`src/core/t0ps_defs.svh`:
```
`ifndef T0PS_DEFS_SVH
`define T0PS_DEFS_SVH
// mode register field positions
`define T0PS_MODE_RESET 8'h3F
`define T0PS_BIT_LOWOSC 7
`define T0PS_BIT_SPARE 6
`define T0PS_BIT_SRC 5
`define T0PS_BIT_EDGE 4
`define T0PS_BIT_ASSIGN 3
`define T0PS_RATE_HI 2
`define T0PS_RATE_LO 0
// prescaler counter resets to all ones, as its readback shows
`define T0PS_PRESC_RESET 8'hFF
`define T0PS_TMR_RESET 8'h00
`endif

```
`src/core/t0ps_pkg.sv`:
```
package t0ps_pkg;
  typedef struct packed {
    logic low_osc_clock_select;
    logic spare_storage_bit;
    logic timer_zero_source_select;
    logic timer_zero_edge_select;
    logic prescaler_assign;
    logic [2:0] prescaler_rate_select;
  } t0ps_mode_t;
  typedef enum logic [1:0] {T0PS_SRC_INST, T0PS_SRC_PIN, T0PS_SRC_LOWOSC} t0ps_src_t;
endpackage

```
`src/core/t0ps_edge_sync.sv`:
```
`include "t0ps_defs.svh"
module t0ps_edge_sync (
  input wire logic mclk,
  input wire logic rst_n,
  input wire logic async_in,
  input wire logic falling_sel,
  output logic edge_pulse
);
  logic s1_q;
  logic s2_q;
  logic s3_q;
  wire rise_w = s2_q & ~s3_q;
  wire fall_w = ~s2_q & s3_q;
  always_ff @(posedge mclk) begin
    if (!rst_n) begin
      s1_q <= 1'b0;
      s2_q <= 1'b0;
      s3_q <= 1'b0;
      edge_pulse <= 1'b0;
    end else begin
      s1_q <= async_in;
      s2_q <= s1_q;
      s3_q <= s2_q;
      edge_pulse <= falling_sel ? fall_w : rise_w;
    end
  end
endmodule

```
`src/core/t0ps_top.sv`:
```
// What this block does
// - mode register via dedicated instructions only
// - timer-zero rates divide 2 to 256
// - watchdog rates 1-128 reset, 2-256 interrupt
// - assign bit one routes prescaler to watchdog
// - edge bit one counts falling edges
// - same edge choice for low oscillator
// - source bit zero uses instruction clock
// - source one, lowosc zero uses pin
// - both one uses low-frequency oscillator
// - readback returns prescaler counter value
`include "t0ps_defs.svh"
module t0ps_top (
  input wire logic mclk,
  input wire logic rst_n,
  input wire logic mode_write_instruction,
  input wire logic mode_read_instruction,
  input wire logic [7:0] mode_wdata,
  output logic [7:0] mode_rdata,
  output logic mode_rvalid,
  input wire logic external_count_input,
  input wire logic low_osc_in,
  input wire logic wdt_tick,
  input wire logic wdt_int_mode,
  input wire logic timer_zero_enable,
  input wire logic prescaler_clear,
  input wire logic readback_rd,
  output logic [7:0] prescaler_count_readback,
  output logic [7:0] timer_zero,
  output logic timer_zero_overflow,
  output logic wdt_scaled_tick
);
  // ==========================================================
  // mode register
  t0ps_pkg::t0ps_mode_t mode_q;
  t0ps_pkg::t0ps_mode_t mode_d;
  // only the dedicated instructions reach it
  assign mode_d = mode_write_instruction ? t0ps_pkg::t0ps_mode_t'(mode_wdata) : mode_q;
  always_ff @(posedge mclk) begin
    if (!rst_n) begin
      mode_q <= t0ps_pkg::t0ps_mode_t'(`T0PS_MODE_RESET);
    end else begin
      // spare bit stored, read back, unused
      mode_q <= mode_d;
    end
  end
  always_ff @(posedge mclk) begin
    if (!rst_n) begin
      mode_rdata <= 8'h00;
      mode_rvalid <= 1'b0;
    end else begin
      mode_rvalid <= mode_read_instruction;
      if (mode_read_instruction) begin
        mode_rdata <= mode_q;
      end
    end
  end
  // ==========================================================
  // source selection
  logic pin_edge;
  logic osc_edge;
  t0ps_edge_sync u_pin_sync (
    .mclk(mclk),
    .rst_n(rst_n),
    .async_in(external_count_input),
    .falling_sel(mode_q.timer_zero_edge_select),
    .edge_pulse(pin_edge)
  );
  // low oscillator shares the edge choice
  t0ps_edge_sync u_osc_sync (
    .mclk(mclk),
    .rst_n(rst_n),
    .async_in(low_osc_in),
    .falling_sel(mode_q.timer_zero_edge_select),
    .edge_pulse(osc_edge)
  );
  function automatic t0ps_pkg::t0ps_src_t src_of(input t0ps_pkg::t0ps_mode_t m);
    if (!m.timer_zero_source_select) begin
      src_of = t0ps_pkg::T0PS_SRC_INST;
    end else if (!m.low_osc_clock_select) begin
      src_of = t0ps_pkg::T0PS_SRC_PIN;
    end else begin
      src_of = t0ps_pkg::T0PS_SRC_LOWOSC;
    end
  endfunction
  wire t0ps_pkg::t0ps_src_t src_w = src_of(mode_q);
  logic t0_tick;
  always_comb begin
    case (src_w)
      t0ps_pkg::T0PS_SRC_INST: t0_tick = 1'b1;
      t0ps_pkg::T0PS_SRC_PIN: t0_tick = pin_edge;
      t0ps_pkg::T0PS_SRC_LOWOSC: t0_tick = osc_edge;
      default: t0_tick = 1'b0;
    endcase
  end
  // ==========================================================
  // shared prescaler
  // route by assign bit
  wire to_wdt_w = mode_q.prescaler_assign;
  wire presc_in_w = to_wdt_w ? wdt_tick : (t0_tick & timer_zero_enable);
  logic [7:0] presc_q;
  logic [7:0] presc_d;
  // divisor exponent: timer and wdt interrupt use code+1, wdt reset uses code
  wire [3:0] exp_w = (to_wdt_w && !wdt_int_mode) ? {1'b0, mode_q.prescaler_rate_select}
                                                 : {1'b0, mode_q.prescaler_rate_select} + 4'h1;
  // terminal when low exp bits all ones after the step; exp 0 means every input
  wire [8:0] mask_w = 9'(((9'h001 << exp_w) - 9'h001));
  wire [7:0] presc_next_w = presc_q - 8'h01;
  // counter counts down from all ones, so a wrap of the masked bits marks a full period
  wire period_w = presc_in_w && ((presc_next_w & mask_w[7:0]) == (mask_w[7:0]));
  assign presc_d = presc_in_w ? presc_next_w : presc_q;
  always_ff @(posedge mclk) begin
    if (!rst_n || prescaler_clear) begin
      presc_q <= `T0PS_PRESC_RESET;
    end else begin
      presc_q <= presc_d;
    end
  end
  always_ff @(posedge mclk) begin
    if (!rst_n) begin
      prescaler_count_readback <= `T0PS_PRESC_RESET;
    end else if (readback_rd) begin
      prescaler_count_readback <= presc_q;
    end
  end
  // ==========================================================
  // timer zero and watchdog tick
  // timer advances once per 2^(code+1) ticks
  wire t0_step_w = !to_wdt_w && period_w;
  // watchdog divide by 2^code or 2^(code+1)
  wire wdt_step_w = to_wdt_w && period_w;
  always_ff @(posedge mclk) begin
    if (!rst_n) begin
      timer_zero <= `T0PS_TMR_RESET;
      timer_zero_overflow <= 1'b0;
      wdt_scaled_tick <= 1'b0;
    end else begin
      timer_zero <= t0_step_w ? timer_zero + 8'h01 : timer_zero;
      timer_zero_overflow <= t0_step_w && (timer_zero == 8'hFF);
      wdt_scaled_tick <= wdt_step_w;
    end
  end
  // ==========================================================
  // checks
  a_mode_reset_value: assert property (@(posedge mclk) $fell(rst_n) |=> mode_q == 8'h3F)
    else $error("mode register reset value wrong");
  a_mode_write_takes: assert property (@(posedge mclk) disable iff (!rst_n)
    mode_write_instruction |=> mode_q == $past(mode_wdata))
    else $error("mode write not stored");
  a_mode_read_back: assert property (@(posedge mclk) disable iff (!rst_n)
    mode_read_instruction && !mode_write_instruction |=> mode_rvalid && mode_rdata == mode_q)
    else $error("mode readback mismatch");
  a_inst_src_div2: assert property (@(posedge mclk) disable iff (!rst_n || prescaler_clear)
    !to_wdt_w && src_w == t0ps_pkg::T0PS_SRC_INST && mode_q.prescaler_rate_select == 3'h0
    && timer_zero_enable && !mode_write_instruction |-> ##0 (t0_step_w == !presc_q[0]))
    else $error("div by 2 timing wrong");
  a_wdt_reset_div1: assert property (@(posedge mclk) disable iff (!rst_n)
    to_wdt_w && !wdt_int_mode && mode_q.prescaler_rate_select == 3'h0 && wdt_tick |=> wdt_scaled_tick)
    else $error("wdt reset divide by 1 wrong");
  a_wdt_no_timer: assert property (@(posedge mclk) disable iff (!rst_n)
    to_wdt_w |=> timer_zero == $past(timer_zero))
    else $error("timer stepped while prescaler on watchdog");
  a_pin_src_gated: assert property (@(posedge mclk) disable iff (!rst_n)
    src_w == t0ps_pkg::T0PS_SRC_PIN && !to_wdt_w && !pin_edge && !prescaler_clear |=> $stable(presc_q))
    else $error("pin source select wrong");
  a_osc_src_gated: assert property (@(posedge mclk) disable iff (!rst_n)
    src_w == t0ps_pkg::T0PS_SRC_LOWOSC && !to_wdt_w && !osc_edge && !prescaler_clear |=> $stable(presc_q))
    else $error("low oscillator select wrong");
  // ==========================================================
  // counting, hold and readback checks: each qualifying timer-zero input moves the prescaler by exactly one
  a_inst_step: assert property (@(posedge mclk) disable iff (!rst_n)
    src_w == t0ps_pkg::T0PS_SRC_INST && !to_wdt_w && timer_zero_enable && !prescaler_clear
    |=> presc_q == $past(presc_q) - 8'h01)
    else $error("instruction clock step wrong");
  a_pin_step: assert property (@(posedge mclk) disable iff (!rst_n)
    src_w == t0ps_pkg::T0PS_SRC_PIN && !to_wdt_w && timer_zero_enable && pin_edge && !prescaler_clear
    |=> presc_q == $past(presc_q) - 8'h01)
    else $error("pin edge step wrong");
  a_osc_step: assert property (@(posedge mclk) disable iff (!rst_n)
    src_w == t0ps_pkg::T0PS_SRC_LOWOSC && !to_wdt_w && timer_zero_enable && osc_edge && !prescaler_clear
    |=> presc_q == $past(presc_q) - 8'h01)
    else $error("low oscillator edge step wrong");
  a_timer_wrap: assert property (@(posedge mclk) disable iff (!rst_n)
    t0_step_w && timer_zero == 8'hFF
    |=> timer_zero_overflow && timer_zero == 8'h00)
    else $error("timer wrap or overflow wrong");
  a_timer_hold: assert property (@(posedge mclk) disable iff (!rst_n)
    !t0_step_w
    |=> $stable(timer_zero))
    else $error("timer moved without a period");
  a_wdt_int_div2: assert property (@(posedge mclk) disable iff (!rst_n)
    to_wdt_w && wdt_int_mode && mode_q.prescaler_rate_select == 3'h0 && wdt_tick
    |=> wdt_scaled_tick == !$past(presc_q[0]))
    else $error("wdt interrupt divide by 2 wrong");
  a_wdt_tick_gated: assert property (@(posedge mclk) disable iff (!rst_n)
    !wdt_step_w
    |=> !wdt_scaled_tick)
    else $error("wdt tick without a period");
  a_rvalid_pulse: assert property (@(posedge mclk) disable iff (!rst_n)
    mode_rvalid
    |-> $past(mode_read_instruction))
    else $error("read valid without read instruction");
  a_rdata_hold: assert property (@(posedge mclk) disable iff (!rst_n)
    !mode_read_instruction
    |=> $stable(mode_rdata))
    else $error("mode read data moved without read");
  a_mode_hold: assert property (@(posedge mclk) disable iff (!rst_n)
    !mode_write_instruction
    |=> $stable(mode_q))
    else $error("mode register moved without write");
  a_readback_hold: assert property (@(posedge mclk) disable iff (!rst_n)
    !readback_rd
    |=> $stable(prescaler_count_readback))
    else $error("readback moved without read");
  a_readback_value: assert property (@(posedge mclk) disable iff (!rst_n)
    readback_rd |=> prescaler_count_readback == $past(presc_q))
    else $error("prescaler readback wrong");
endmodule

```
`config.mk`:
```
export PLATFORM = sky130hd
export DESIGN_NAME = t0ps_top
export DESIGN_NICKNAME = d
export VERILOG_FILES = /design/src/core/t0ps_pkg.sv /design/src/core/t0ps_edge_sync.sv /design/src/core/t0ps_top.sv
export VERILOG_INCLUDE_DIRS = /design/src /design/src/core
export SDC_FILE = /design/constraint.sdc
export NUM_CORES = 1
export LEC_CHECK = 0
export BUFFER_PORTS_ARGS = -buffer_cell sky130_fd_sc_hd__buf_2
export CAP_MARGIN = 20
export CORE_MARGIN = 2
export CORE_UTILIZATION = 37
export DETAILED_ROUTE_END_ITERATION = 6
export GPL_ROUTABILITY_DRIVEN = 0
export PLACE_DENSITY = 0.58
export RECOVER_POWER = 50
export SLEW_MARGIN = 20
export SYNTH_ARGS = -nofsm -noshare
export SYNTH_HDL_FRONTEND = slang
export SYNTH_SLANG_ARGS = --single-unit
export TNS_END_PERCENT = 50
```
`constraint.sdc`:
```
create_clock -name mclk -period 3.8 [get_ports mclk]
set_input_delay 0.57 -clock mclk [delete_from_list [all_inputs] [get_ports mclk]]
set_output_delay 0.57 -clock mclk [all_outputs]
set_load 0.02 [all_outputs]
```
---- Word level (Yosys, flattened, before mapping) ----
Index checks and enable logic that the tools add are counted.
Widths: inputs -> output; s select.
storage, ports and cells
  word-level logic and storage cells ...... 57
  register bits after elaboration ......... 51
cells by class
  shift-type cells ........................ 1
  $add $sub $neg .......................... 4
  multiplexer cells ....................... 7
  reduce and logical (&&, ||, !) cells .... 10
  equal/unequal tests ..................... 4
  bitwise logic cells ..................... 10
operator list
  operator             number
  $sub 8x1->8 const B  2
  $add 8x1->8 const B  1
  $and 8x8->8          1
  $eq 8x8->1           1
  $eq 8x8->1 const B   1
  $shl 1x4->8 const A  1
  $and 1x1->1          5
  $logic_and 1x1->1    5
  $add 3x1->4 const B  1
  $mux 2               2
  $mux 4               1
  $not 1->1            4
  $logic_not 1->1      3
  $mux 1               3
  $pmux 1 s3           1
  $eq 2x1->1 const B   1
  $eq 2x2->1 const B   1
  $logic_not 2->1      1
  $logic_or 1x1->1     1

---- Logic depth before layout (Yosys ltp) ----
Gate-level depths: netlist of run 1.
  depth in word-level cells ............... 10
  mapped depth ............................ 14

---- Cells and area by module ----
A second synthesis of run 1 with hierarchy kept.
unflattened totals
  cells, all modules ...................... 268
  area total of the unflattened synthesis .. 2469.9 µm²
modules (own cells, without submodules)
  module          instances  area each (µm²)  cells an instance
  t0ps_top        1          2217.1           248
  t0ps_edge_sync  2          126.4            10

---- Worst setup path before layout of run 1 ----
No wires, ideal clock.
  path kind ............................... input-to-reg
  from .................................... input wdt_int_mode
  to ...................................... register timer_zero[7]
  setup slack ............................. 0.707 ns
  library setup time ...................... 0.119 ns
  arrival time ............................ 2.974 ns
  cell stages on the path ................. 12
  buffers on the path ..................... 1
  cell sequence ........................... nand2b_1 -> buf_6 -> a21o_4 -> nand2_1 -> nand2_1 -> ha_1 -> nor2b_1 -> nor3_1 -> a32oi_1 -> or4_4 -> or4_4 -> mux2i_1
on the way
  word-level cells in the longest chain between the ends .. 9
RTL lines
  item                    line             RTL
  start: declaration      t0ps_top.sv:24   input wire logic wdt_int_mode,
  $logic_not 1->1 *       t0ps_top.sv:104  wire [3:0] exp_w = (to_wdt_w && !wdt_int_mode) ? {1'b0, mode_q.prescaler_rate_select}
  $logic_and 1x1->1 *     t0ps_top.sv:104
  $mux 4 *                t0ps_top.sv:104
  $shl 1x4->8 *           t0ps_top.sv:107  wire [8:0] mask_w = 9'(((9'h001 << exp_w) - 9'h001));
  $sub 8x1->8 *           t0ps_top.sv:107
  $and 8x8->8             t0ps_top.sv:110  wire period_w = presc_in_w && ((presc_next_w & mask_w[7:0]) == (mask_w[7:0]));
  $eq 8x8->1 *            t0ps_top.sv:110
  $logic_and 1x1->1 *     t0ps_top.sv:110
  $logic_and 1x1->1 *     t0ps_top.sv:129  wire t0_step_w = !to_wdt_w && period_w;
  end signal: assignment  t0ps_top.sv:134  timer_zero <= `T0PS_TMR_RESET;
  end signal: assignment  t0ps_top.sv:138  timer_zero <= t0_step_w ? timer_zero + 8'h01 : timer_zero;
  end: declaration        t0ps_top.sv:29   output logic [7:0] timer_zero,
Every way passes the cells marked *; elsewhere a longest branch is shown, timed or not.
A chain may end at the register's enable or synchronous reset.

---- Worst setup path in the final report of run 1 ----
  from .................................... register mode_q[1] (netlist bit)
  to ...................................... register timer_zero[7]
on the way
  word-level cells in the longest chain between the ends .. 8
RTL lines
  item                      line             RTL
  start: declaration        t0ps_top.sv:35   t0ps_pkg::t0ps_mode_t mode_q;
  start signal: assignment  t0ps_top.sv:41   mode_q <= t0ps_pkg::t0ps_mode_t'(`T0PS_MODE_RESET);
  start signal: assignment  t0ps_top.sv:44   mode_q <= mode_d;
  $add 3x1->4               t0ps_top.sv:105  : {1'b0, mode_q.prescaler_rate_select} + 4'h1;
  $mux 4 *                  t0ps_top.sv:104
  $shl 1x4->8 *             t0ps_top.sv:107
  $sub 8x1->8 *             t0ps_top.sv:107
  $and 8x8->8               t0ps_top.sv:110
  $eq 8x8->1 *              t0ps_top.sv:110
  $logic_and 1x1->1 *       t0ps_top.sv:110
  $logic_and 1x1->1 *       t0ps_top.sv:129
Marked as above.

==> run summary, run 1 <==
Peak supply drop = 217 uV
F_max = 0.302 GHz
Cells after DPL = 380
Total power = 1.09 mW
Number of global-route vias before repair = 1824
# clock sinks = 51
Slowest CP cell = or4_4
Critical Setup Path Class = flop to flop
Crit Reg-Reg Startpoint = mode_q[1]$_SDFFE_PN1P_
Initial antenna violation count = 0
DR WL/cell = 12.7 um
Unrepaired setup endpoints after global routing = false
Pwr dens = 393 mW/mm2
P_leak = 1.18 nW
Max cap viols = 0
Layout Utilization = 44.2%
Setup crit start kind = flop
First-pass GRT wire length = 8490 um
Initial Util = 38.0%
GR Overflow Total = 0
IO Port Bufs = 45
Post-route setup TNS = 0 ns
Logic pwr share = 12.4%
Switch Pwr = 284 uW
Top Ports = 46
Number of synthesized flops with an enable pin = 0
DRC Markers = 0
FF+latch count, synth = 51
P&R area growth vs syn = 16.4%
# hold bufs at CTS = 0
H-tree depth = 2
CTS tree = done
CTS Buf Count = 5
YS warnings = 0
Max incr delay on CP = 0.58 ns
Setup Viol. Count Final = 0
Ys async rst share = 0%
Ys flop type = dfxtp_1
Worst-margin pin slew = 1.21 ns
Diodes inserted = 0
Clock Tree Buf Depth = 2
Synth cell types = 43
Endpoint class of the critical path = flop
Slew HR = 19.3%
Crit-path cells = ha_1 > nand4_1 > nand2_1 > nand2_1 > ha_1 > nor2b_1 > nor3_1 > a32oi_1 > or4_4 > or4_4 > mux2i_1
Critical Path Start = mode_q[1]$_SDFFE_PN1P_
Vias = 1969
Hold Startpoint = u_pin_sync.s1_q$_SDFF_PN0_
Routed WL = 4930 um
Via/cell ratio = 5.07
Core area = 0.00628 mm2
HP Class = flop to flop
Final Cycle Share = 87.2%
Flop pwr share = 51.9%
Die Area = 0.00710 mm2
Final net count = 333
Mapped Avg Cell Area = 8.89 um2
DRT Pass-1 Iters = 4
Final Skew = 0.00503 ns
Min cycle time layout = 3.32 ns
Clock transition at path regs = 0.10 ns
Post-CTS setup buffers = 0
Syn Nets = 291
# rows = 29
Post-CTS sizing = 0
Die X = 84.3 um
Max-slew violation count = 0
Latest clock arrival within the worst-skew pair = 0.31 ns
ANT nets after route = 0
CP max FO = 9
Register area share after synthesis = 42.8%
Switching Fraction = 26.0%
Total Routing Usage GR = 14.5%
Post-route insts no fill = 388
1st-iter DRT viols = 118
Int Pwr = 806 uW
Hold Fails Final Rpt = 0
Mapped Cells = 268
CP required = 4.00 ns
Pin count of the biggest net entering global routing = 29
Layout cells sized above 1 = 18.6%
Critical Path AT = 3.51 ns
Status = finished, final reports clean
Area of the mapped netlist = 0.00238 mm2
DP Wirelength = 3610 um
Die Y = 84.3 um
Clock power share = 35.7%
Clock root buffer = clkbuf_8
-- critical path, delay by kind of cell, from the launching register on --
family | cells | cell delay [ns]
multiplexers | 1 | 0.12
flip-flops | 1 | 0.50
AND/OR/NAND/NOR | 7 | 1.88
AO/OA/AOI/OAI | 1 | 0.10
adder cells (fa/ha/maj) | 2 | 0.61
-- layer usage --
metal / track usage (%) / routed length, um
met1: 19.5 / 2460
met2: 23.1 / 2210
met3: 3.54 / 216
met4: 4.40 / 48
met5: 0 / 0
-- cells in the final DEF (no fill, tap or decap), types with 4 or more instances in the layout --
cell and count:
dfxtp_1 51, buf_2 38, nand2_1 32, mux2i_1 31, nor2_1 24, nand3_1 11, inv_1 8, xnor2_1 8
a21oi_1 8, clkbuf_1 8, o21ai_0 7, nand4_1 7, nand2b_1 6, nor3_1 5, and3_1 5, or3_1 5
clkbuf_8 5, a31o_2 4, nor4_1 4, and2_1 4, ha_1 4
-- path summary, 6_finish.rpt --
| path | endpoint | slack, ns | cells after the start |
|---|---|---|---|
| worst min register to register | u_pin_sync.s2_q$_SDFF_PN0_ | 0.44 | 1 |
| worst max register to register | timer_zero[7]$_SDFFE_PN0P_ | 0.48 | 11 |
| worst max-delay path | timer_zero[7]$_SDFFE_PN0P_ | 0.48 | 11 |
| worst min-delay path | u_pin_sync.s2_q$_SDFF_PN0_ | 0.44 | 1 |
-- synth_stat cells, drive strengths merged, types with 4 or more instances --
library cell	n	area share, %
nor2	24	3.8
a31o	4	1.5
nor4	4	1.0
or3	5	1.3
inv	8	1.3
nor3	5	1.0
and2	7	1.8
clkbuf	10	1.6
a21oi	9	2.0
nand2b	6	1.6
and3	5	1.3
mux2i	31	13
dfxtp	51	43
o21ai	8	1.7
nand3	11	2.3
xnor2	8	2.9
nand4	7	1.8
ha	4	2.1
nand2	32	5.0
-- through the flow --
step / cell area (um2) / hold WS [ns] / setup WS, ns
finish: 2770 / 0.443 / 0.485
floorplan: 2380 / 0.412 / 0.707
global placement: 2670 / 0.415 / 0.370
CTS: 2790 / 0.445 / 0.497
global route: 2770 / 0.468 / 0.127
detailed placement: 2670 / 0.418 / 0.278
-- kinds of logic (layout without fill, tap and decap cells) --
family          Yosys count  after routing  synth area share [%]
simple gates            115            115                  24.4
flops                    51             51                  42.8
compound gates           33             33                  9.34
mux                      32             32                  13.5
buf+inv                  22             65                  3.83
xor+xnor                 11             11                  4.04
fa+ha+maj                 4              4                  2.10
-- layout make-up --
type                            count  area (um2)
Fill cell                         655        3500
Multi-Input combinational cell    195        1270
Sequential cell                    51        1020
Timing Repair Buffer               48         235
Tap cell                           77        96.3
Clock buffer                        5        68.8
Clock inverter                      3        47.5
Inverter                            9        33.8
-- sequential cells by signal, indices dropped and copies added, names as in the netlist --
signal                    cells
u_osc_sync.s3_q               1
u_pin_sync.s1_q               1
to_wdt_w                      1
u_osc_sync.edge_pulse         1
mode_q                        7
timer_zero_overflow           1
timer_zero                    8
u_pin_sync.s3_q               1
mode_rvalid                   1
mode_rdata                    8
u_osc_sync.s1_q               1
u_pin_sync.edge_pulse         1
u_pin_sync.s2_q               1
prescaler_count_readback      8
wdt_scaled_tick               1
u_osc_sync.s2_q               1
presc_q                       8
-- power groups by stage --
stage / Sequential (mW) / Combinational (mW) / Clock (mW)
after global routing: 0.569 / 0.151 / 0.421
after floorplan: 0.583 / 0.0955 / 0
after detailed placement: 0.578 / 0.137 / 0
after CTS: 0.566 / 0.137 / 0.401
final: 0.566 / 0.135 / 0.389
after global placement: 0.578 / 0.136 / 0
No activity file was read; power rests on OpenSTA's default activity.
==> inputs of run 2 (changes only) <==
BUFFER_PORTS_ARGS = -buffer_cell sky130_fd_sc_hd__buf_4   (was -buffer_cell sky130_fd_sc_hd__buf_2)
==> run 2 against run 1 <==
  * Clock power down 17%
  * First-iteration DRC count decreased by 21%
  * Worst hold slack worse by 0.00061 ns
  * Critical path type unchanged
  * Largest cell class unchanged
==> run summary, run 2 (synthesized netlist as in run 1, its figures left out) <==
F_max = 0.303 GHz
ANT nets after route = 0
WP buf/inv = 0
Unrepaired setup endpoints after global routing = false
Design area = 0.00285 mm2
Clock Tree Buf Depth = 2
Delay-heaviest family, CP = simple AND/OR/NAND/NOR gates
Diodes inserted = 0
Slowest CP cell = or4_4
DRC Markers = 0
CTS tree = done
IO Port Bufs = 45
Clock root buffer = clkbuf_8
Crit-path cells = ha_1 > nand4_1 > nand2_1 > nand2_1 > ha_1 > nor2b_1 > nor3_1 > a32oi_1 > or4_4 > or4_4 > mux2i_1
Min cycle time layout = 3.30 ns
DR WL/cell = 12.9 um
Latest clock arrival within the worst-skew pair = 0.30 ns
Final Cycle Share = 87.0%
Post-CTS sizing = 0
Total Routing Usage GR = 14.6%
Number of global-route vias before repair = 1862
Critical Path AT = 3.48 ns
Crit Reg-Reg Startpoint = mode_q[1]$_SDFFE_PN1P_
End of the worst hold path = u_osc_sync.s2_q$_SDFF_PN0_
Routed WL = 5020 um
CTS Buf Count = 5
GR Overflow Total = 0
Final net count = 333
Hold Fails Final Rpt = 0
# rows = 29
CP required = 3.98 ns
Flop pwr share = 54.8%
Slew HR = 22.3%
Die Y = 84.3 um
Cells after DPL = 380
1st-iter DRT viols = 93
CP max FO = 9
Max-slew violation count = 0
Switching Fraction = 26.0%
Post-DP Area = 0.00278 mm2
Setup crit start kind = flop
# hold bufs at CTS = 0
Clock transition at path regs = 0.09 ns
Logic pwr share = 13.9%
DRT Pass-1 Iters = 4
Layout Utilization = 45.4%
Reg2Reg Depth = 11
P&R area growth vs syn = 19.5%
Top Ports = 46
H-tree depth = 2
Initial Util = 38.0%
Vias = 2010
# clock sinks = 51
Hold Startpoint = u_osc_sync.s1_q$_SDFF_PN0_
R2R Setup Slk = 0.50 ns
Critical Setup Path Class = flop to flop
Via/cell ratio = 5.18
P_leak = 1.20 nW
Peak supply drop = 249 uV
Die Area = 0.00710 mm2
Final Skew = 0.00902 ns
Switch Pwr = 269 uW
Status = finished, final reports clean
HP Class = flop to flop
Max incr delay on CP = 0.57 ns
Most frequent cells in the layout = dfxtp_1, buf_4, nand2_1, mux2i_1, nor2_1
Setup Viol. Count Final = 0
Initial antenna violation count = 0
Worst setup margin = 0.496 ns
Clock power share = 31.3%
Max cap viols = 0
Int Pwr = 764 uW
Layout cells sized above 1 = 18.3%
Post-route setup TNS = 0 ns
Worst-margin pin slew = 1.16 ns
First-pass GRT wire length = 8600 um
FF-to-FF End = timer_zero[7]$_SDFFE_PN0P_
Place WS = 0.313 ns
Die X = 84.3 um
Pwr dens = 363 mW/mm2
Filler cell count = 645
Endpoint class of the critical path = flop
Post-CTS setup buffers = 0
Pin count of the biggest net entering global routing = 29
DP Wirelength = 3670 um
Hold path depth = 1
Commonest non-fill, non-tap cell in the layout = dfxtp_1
Post-route insts no fill = 388
Core area = 0.00628 mm2
## run 2: changes by cell type in the layout (fill, tap and decap cells not counted)
cell,delta
clkbuf_8,+1
and2_0,-2
inv_6,-1
clkbuf_1,+1
buf_2,-38
bufinv_16,-1
and2_1,+2
buf_4,+38
## run 2: worst max-delay path by stage
stage | cells after the start | endpoint | start | slack [ns]
2_1_floorplan | 12 | timer_zero[7]$_SDFFE_PN0P_ | wdt_int_mode | 0.71
3_3_place_gp | 11 | timer_zero[7]$_SDFFE_PN0P_ | wdt_int_mode | 0.38
3_5_place_dp | 11 | timer_zero[7]$_SDFFE_PN0P_ | wdt_int_mode | 0.31
4_1_cts | 11 | timer_zero[7]$_SDFFE_PN0P_ | mode_q[1]$_SDFFE_PN1P_ | 0.54
5_1_grt | 12 | timer_zero[7]$_SDFFE_PN0P_ | mode_q[1]$_SDFFE_PN1P_ | 0.18
6_report | 11 | timer_zero[7]$_SDFFE_PN0P_ | mode_q[1]$_SDFFE_PN1P_ | 0.50
## run 2: per-layer routing
layer	up-vias	track usage, %	routed length, um
met5	-	0	0
met4	0	4.99	93
met3	8	3.34	208
met2	38	23.1	2250
met1	945	19.5	2470
li1	1019	-	-
## run 2: final cells by class
class / count / area, um2 / area share (%)
Clock buffer: 7 / 86.3 / 3.03
Clock inverter: 1 / 8.76 / 0.308
Inverter: 9 / 33.8 / 1.19
Multi-Input combinational cell: 195 / 1270 / 44.6
Sequential cell: 51 / 1020 / 35.9
Tap cell: 77 / 96.3 / 3.38
Timing Repair Buffer: 48 / 330 / 11.6
## run 2: power by group through the flow
stage,combinational (mW),clock (mW),sequential (mW)
after floorplan,0.0955,0,0.583
after global placement,0.146,0,0.579
after detailed placement,0.146,0,0.579
after CTS,0.147,0.335,0.566
after global routing,0.160,0.360,0.569
final,0.144,0.323,0.566
## run 2: per-stage QoR
| stage | total power, mW | hold slack, ns |
|---|---|---|
| final | 1.03 | 0.443 |
| after global routing | 1.09 | 0.462 |
| after CTS | 1.05 | 0.448 |
| after detailed placement | 0.725 | 0.425 |
| after global placement | 0.724 | 0.416 |
| after floorplan | 0.678 | 0.412 |
==> inputs of run 3 (changes only) <==
CORE_UTILIZATION = 42   (was 37)
PLACE_DENSITY = 0.64   (was 0.58)
==> run 3 against run 2 <==
  * Worst setup slack improved by 0.056 ns
  * Worst hold slack barely moved
  * Final cell count fell by 1.3%
  * Clock skew fell by 0.0023 ns
  * First-iteration DRC count fell by 11%
  * Utilization rose by 6.3 points
  * Cell area barely moved
  * Critical endpoint unchanged
  * Largest power group unchanged
==> run summary, run 3 (synthesized netlist as in run 1, its figures left out) <==
Status = finished, final reports clean
Max cap viols = 0
Post-CTS setup buffers = 0
Post-route setup TNS = 0 ns
Final net count = 333
# rows = 27
P_leak = 1.20 nW
IO Port Bufs = 45
Pin count of the biggest net entering global routing = 29
Critical Setup Path Class = flop to flop
F_max = 0.308 GHz
Reg2Reg Depth = 10
CTS Buf Count = 5
H-tree depth = 2
Core area = 0.00551 mm2
# hold bufs at CTS = 0
Vias = 1964
Filler cell count = 537
Clock Tree Buf Depth = 2
Clock root buffer = clkbuf_8
Final Cycle Share = 85.5%
Max-slew violation count = 0
1st-iter DRT viols = 83
R2R Setup Slk = 0.55 ns
Clock transition at path regs = 0.09 ns
Routed WL = 4760 um
End of the worst hold path = u_osc_sync.s2_q$_SDFF_PN0_
Hold Startpoint = u_osc_sync.s1_q$_SDFF_PN0_
Setup crit start kind = flop
Total Routing Usage GR = 16.6%
Layout cells sized above 1 = 18.6%
CTS tree = done
Die X = 79.3 um
Endpoint class of the critical path = flop
Slew HR = 25.4%
Number of global-route vias before repair = 1789
Latest clock arrival within the worst-skew pair = 0.30 ns
Critical Path AT = 3.44 ns
Min cycle time layout = 3.25 ns
Hold Fails Final Rpt = 0
ANT nets after route = 0
Crit Reg-Reg Startpoint = to_wdt_w$_SDFFE_PN1P_
DP Wirelength = 3450 um
First-pass GRT wire length = 8290 um
Setup Viol. Count Final = 0
DRT Pass-1 Iters = 4
Hold path depth = 1
Pwr dens = 364 mW/mm2
Die Area = 0.00629 mm2
Post-CTS sizing = 0
DRC Markers = 0
CP required = 3.99 ns
Unrepaired setup endpoints after global routing = false
GR Overflow Total = 0
Worst-margin pin slew = 1.12 ns
HP Class = flop to flop
CP max FO = 10
DR WL/cell = 12.4 um
Peak supply drop = 189 uV
Most frequent cells in the layout = dfxtp_1, buf_4, nand2_1, mux2i_1, nor2_1
Top Ports = 46
Via/cell ratio = 5.13
P&R area growth vs syn = 19.4%
Commonest non-fill, non-tap cell in the layout = dfxtp_1
Initial antenna violation count = 0
Final Skew = 0.00672 ns
Die Y = 79.3 um
Initial Util = 43.3%
Layout Utilization = 51.7%
# clock sinks = 51
Diodes inserted = 0
FF-to-FF End = timer_zero[7]$_SDFFE_PN0P_
run 3: changes by cell type in the layout (fill, tap and decap cells not counted), sizes merged:
| cell | delta |
|---|---|
| clkbuf | -1 |
| clkinvlp | +1 |
run 3: metal layers:
metal / track usage [%] / routed length [um] / vias to the layer above
met5: 0 / 0 / -
met4: 5.69 / 41 / 0
met3: 3.75 / 242 / 5
met2: 26.5 / 2140 / 43
met1: 22.2 / 2340 / 896
li1: - / - / 1020
run 3: how the worst max path moves through the flow:
stage | slack [ns] | from | cells past startpoint | endpoint
final | 0.55 | to_wdt_w$_SDFFE_PN1P_ | 10 | timer_zero[7]$_SDFFE_PN0P_
after CTS | 0.55 | mode_q[1]$_SDFFE_PN1P_ | 11 | timer_zero[7]$_SDFFE_PN0P_
after detailed placement | 0.34 | wdt_int_mode | 11 | timer_zero[7]$_SDFFE_PN0P_
after global placement | 0.38 | wdt_int_mode | 12 | timer_zero[7]$_SDFFE_PN0P_
after floorplan | 0.71 | wdt_int_mode | 12 | timer_zero[7]$_SDFFE_PN0P_
after global routing | 0.23 | mode_q[1]$_SDFFE_PN1P_ | 12 | timer_zero[7]$_SDFFE_PN0P_
run 3: stage by stage:
step / worst slack, ns / hold WS, ns / power (mW) / cell area [um2] / instances
global placement: 0.383 / 0.417 / 0.723 / 2780 / 375
finish: 0.552 / 0.443 / 1.04 / 2850 / 383
floorplan: 0.707 / 0.412 / 0.678 / 2380 / 268
global route: 0.230 / 0.461 / 1.09 / 2850 / 383
CTS: 0.551 / 0.448 / 1.06 / 2880 / 383
detailed placement: 0.336 / 0.424 / 0.724 / 2780 / 375
run 3: worst max-delay path: stages (launching register included):
cell and delay, ns:
dfxtp_1 0.49, nand2b_1 0.29, mux2i_1 0.36, o21ai_0 0.15, ha_1 0.30, nor2b_1 0.05
nor3_1 0.16, a32oi_1 0.10, or4_4 0.57, or4_4 0.55, mux2i_1 0.13
run 3: final cells by class:
| cell class | count | area [um2] | area share, % |
|---|---|---|---|
| clock inverters | 2 | 16.3 | 0.572 |
| repair buffers | 48 | 330 | 11.6 |
| multi-input cells | 195 | 1270 | 44.7 |
| flip-flops and latches | 51 | 1020 | 35.9 |
| well taps | 72 | 90.1 | 3.17 |
| clock buffers | 6 | 82.6 | 2.90 |
| inverters | 9 | 33.8 | 1.19 |
run 3: report_power, final:
part	internal, mW	switching (mW)
Clock	0.149	0.177
Combinational	0.0635	0.0798
Sequential	0.551	0.0143
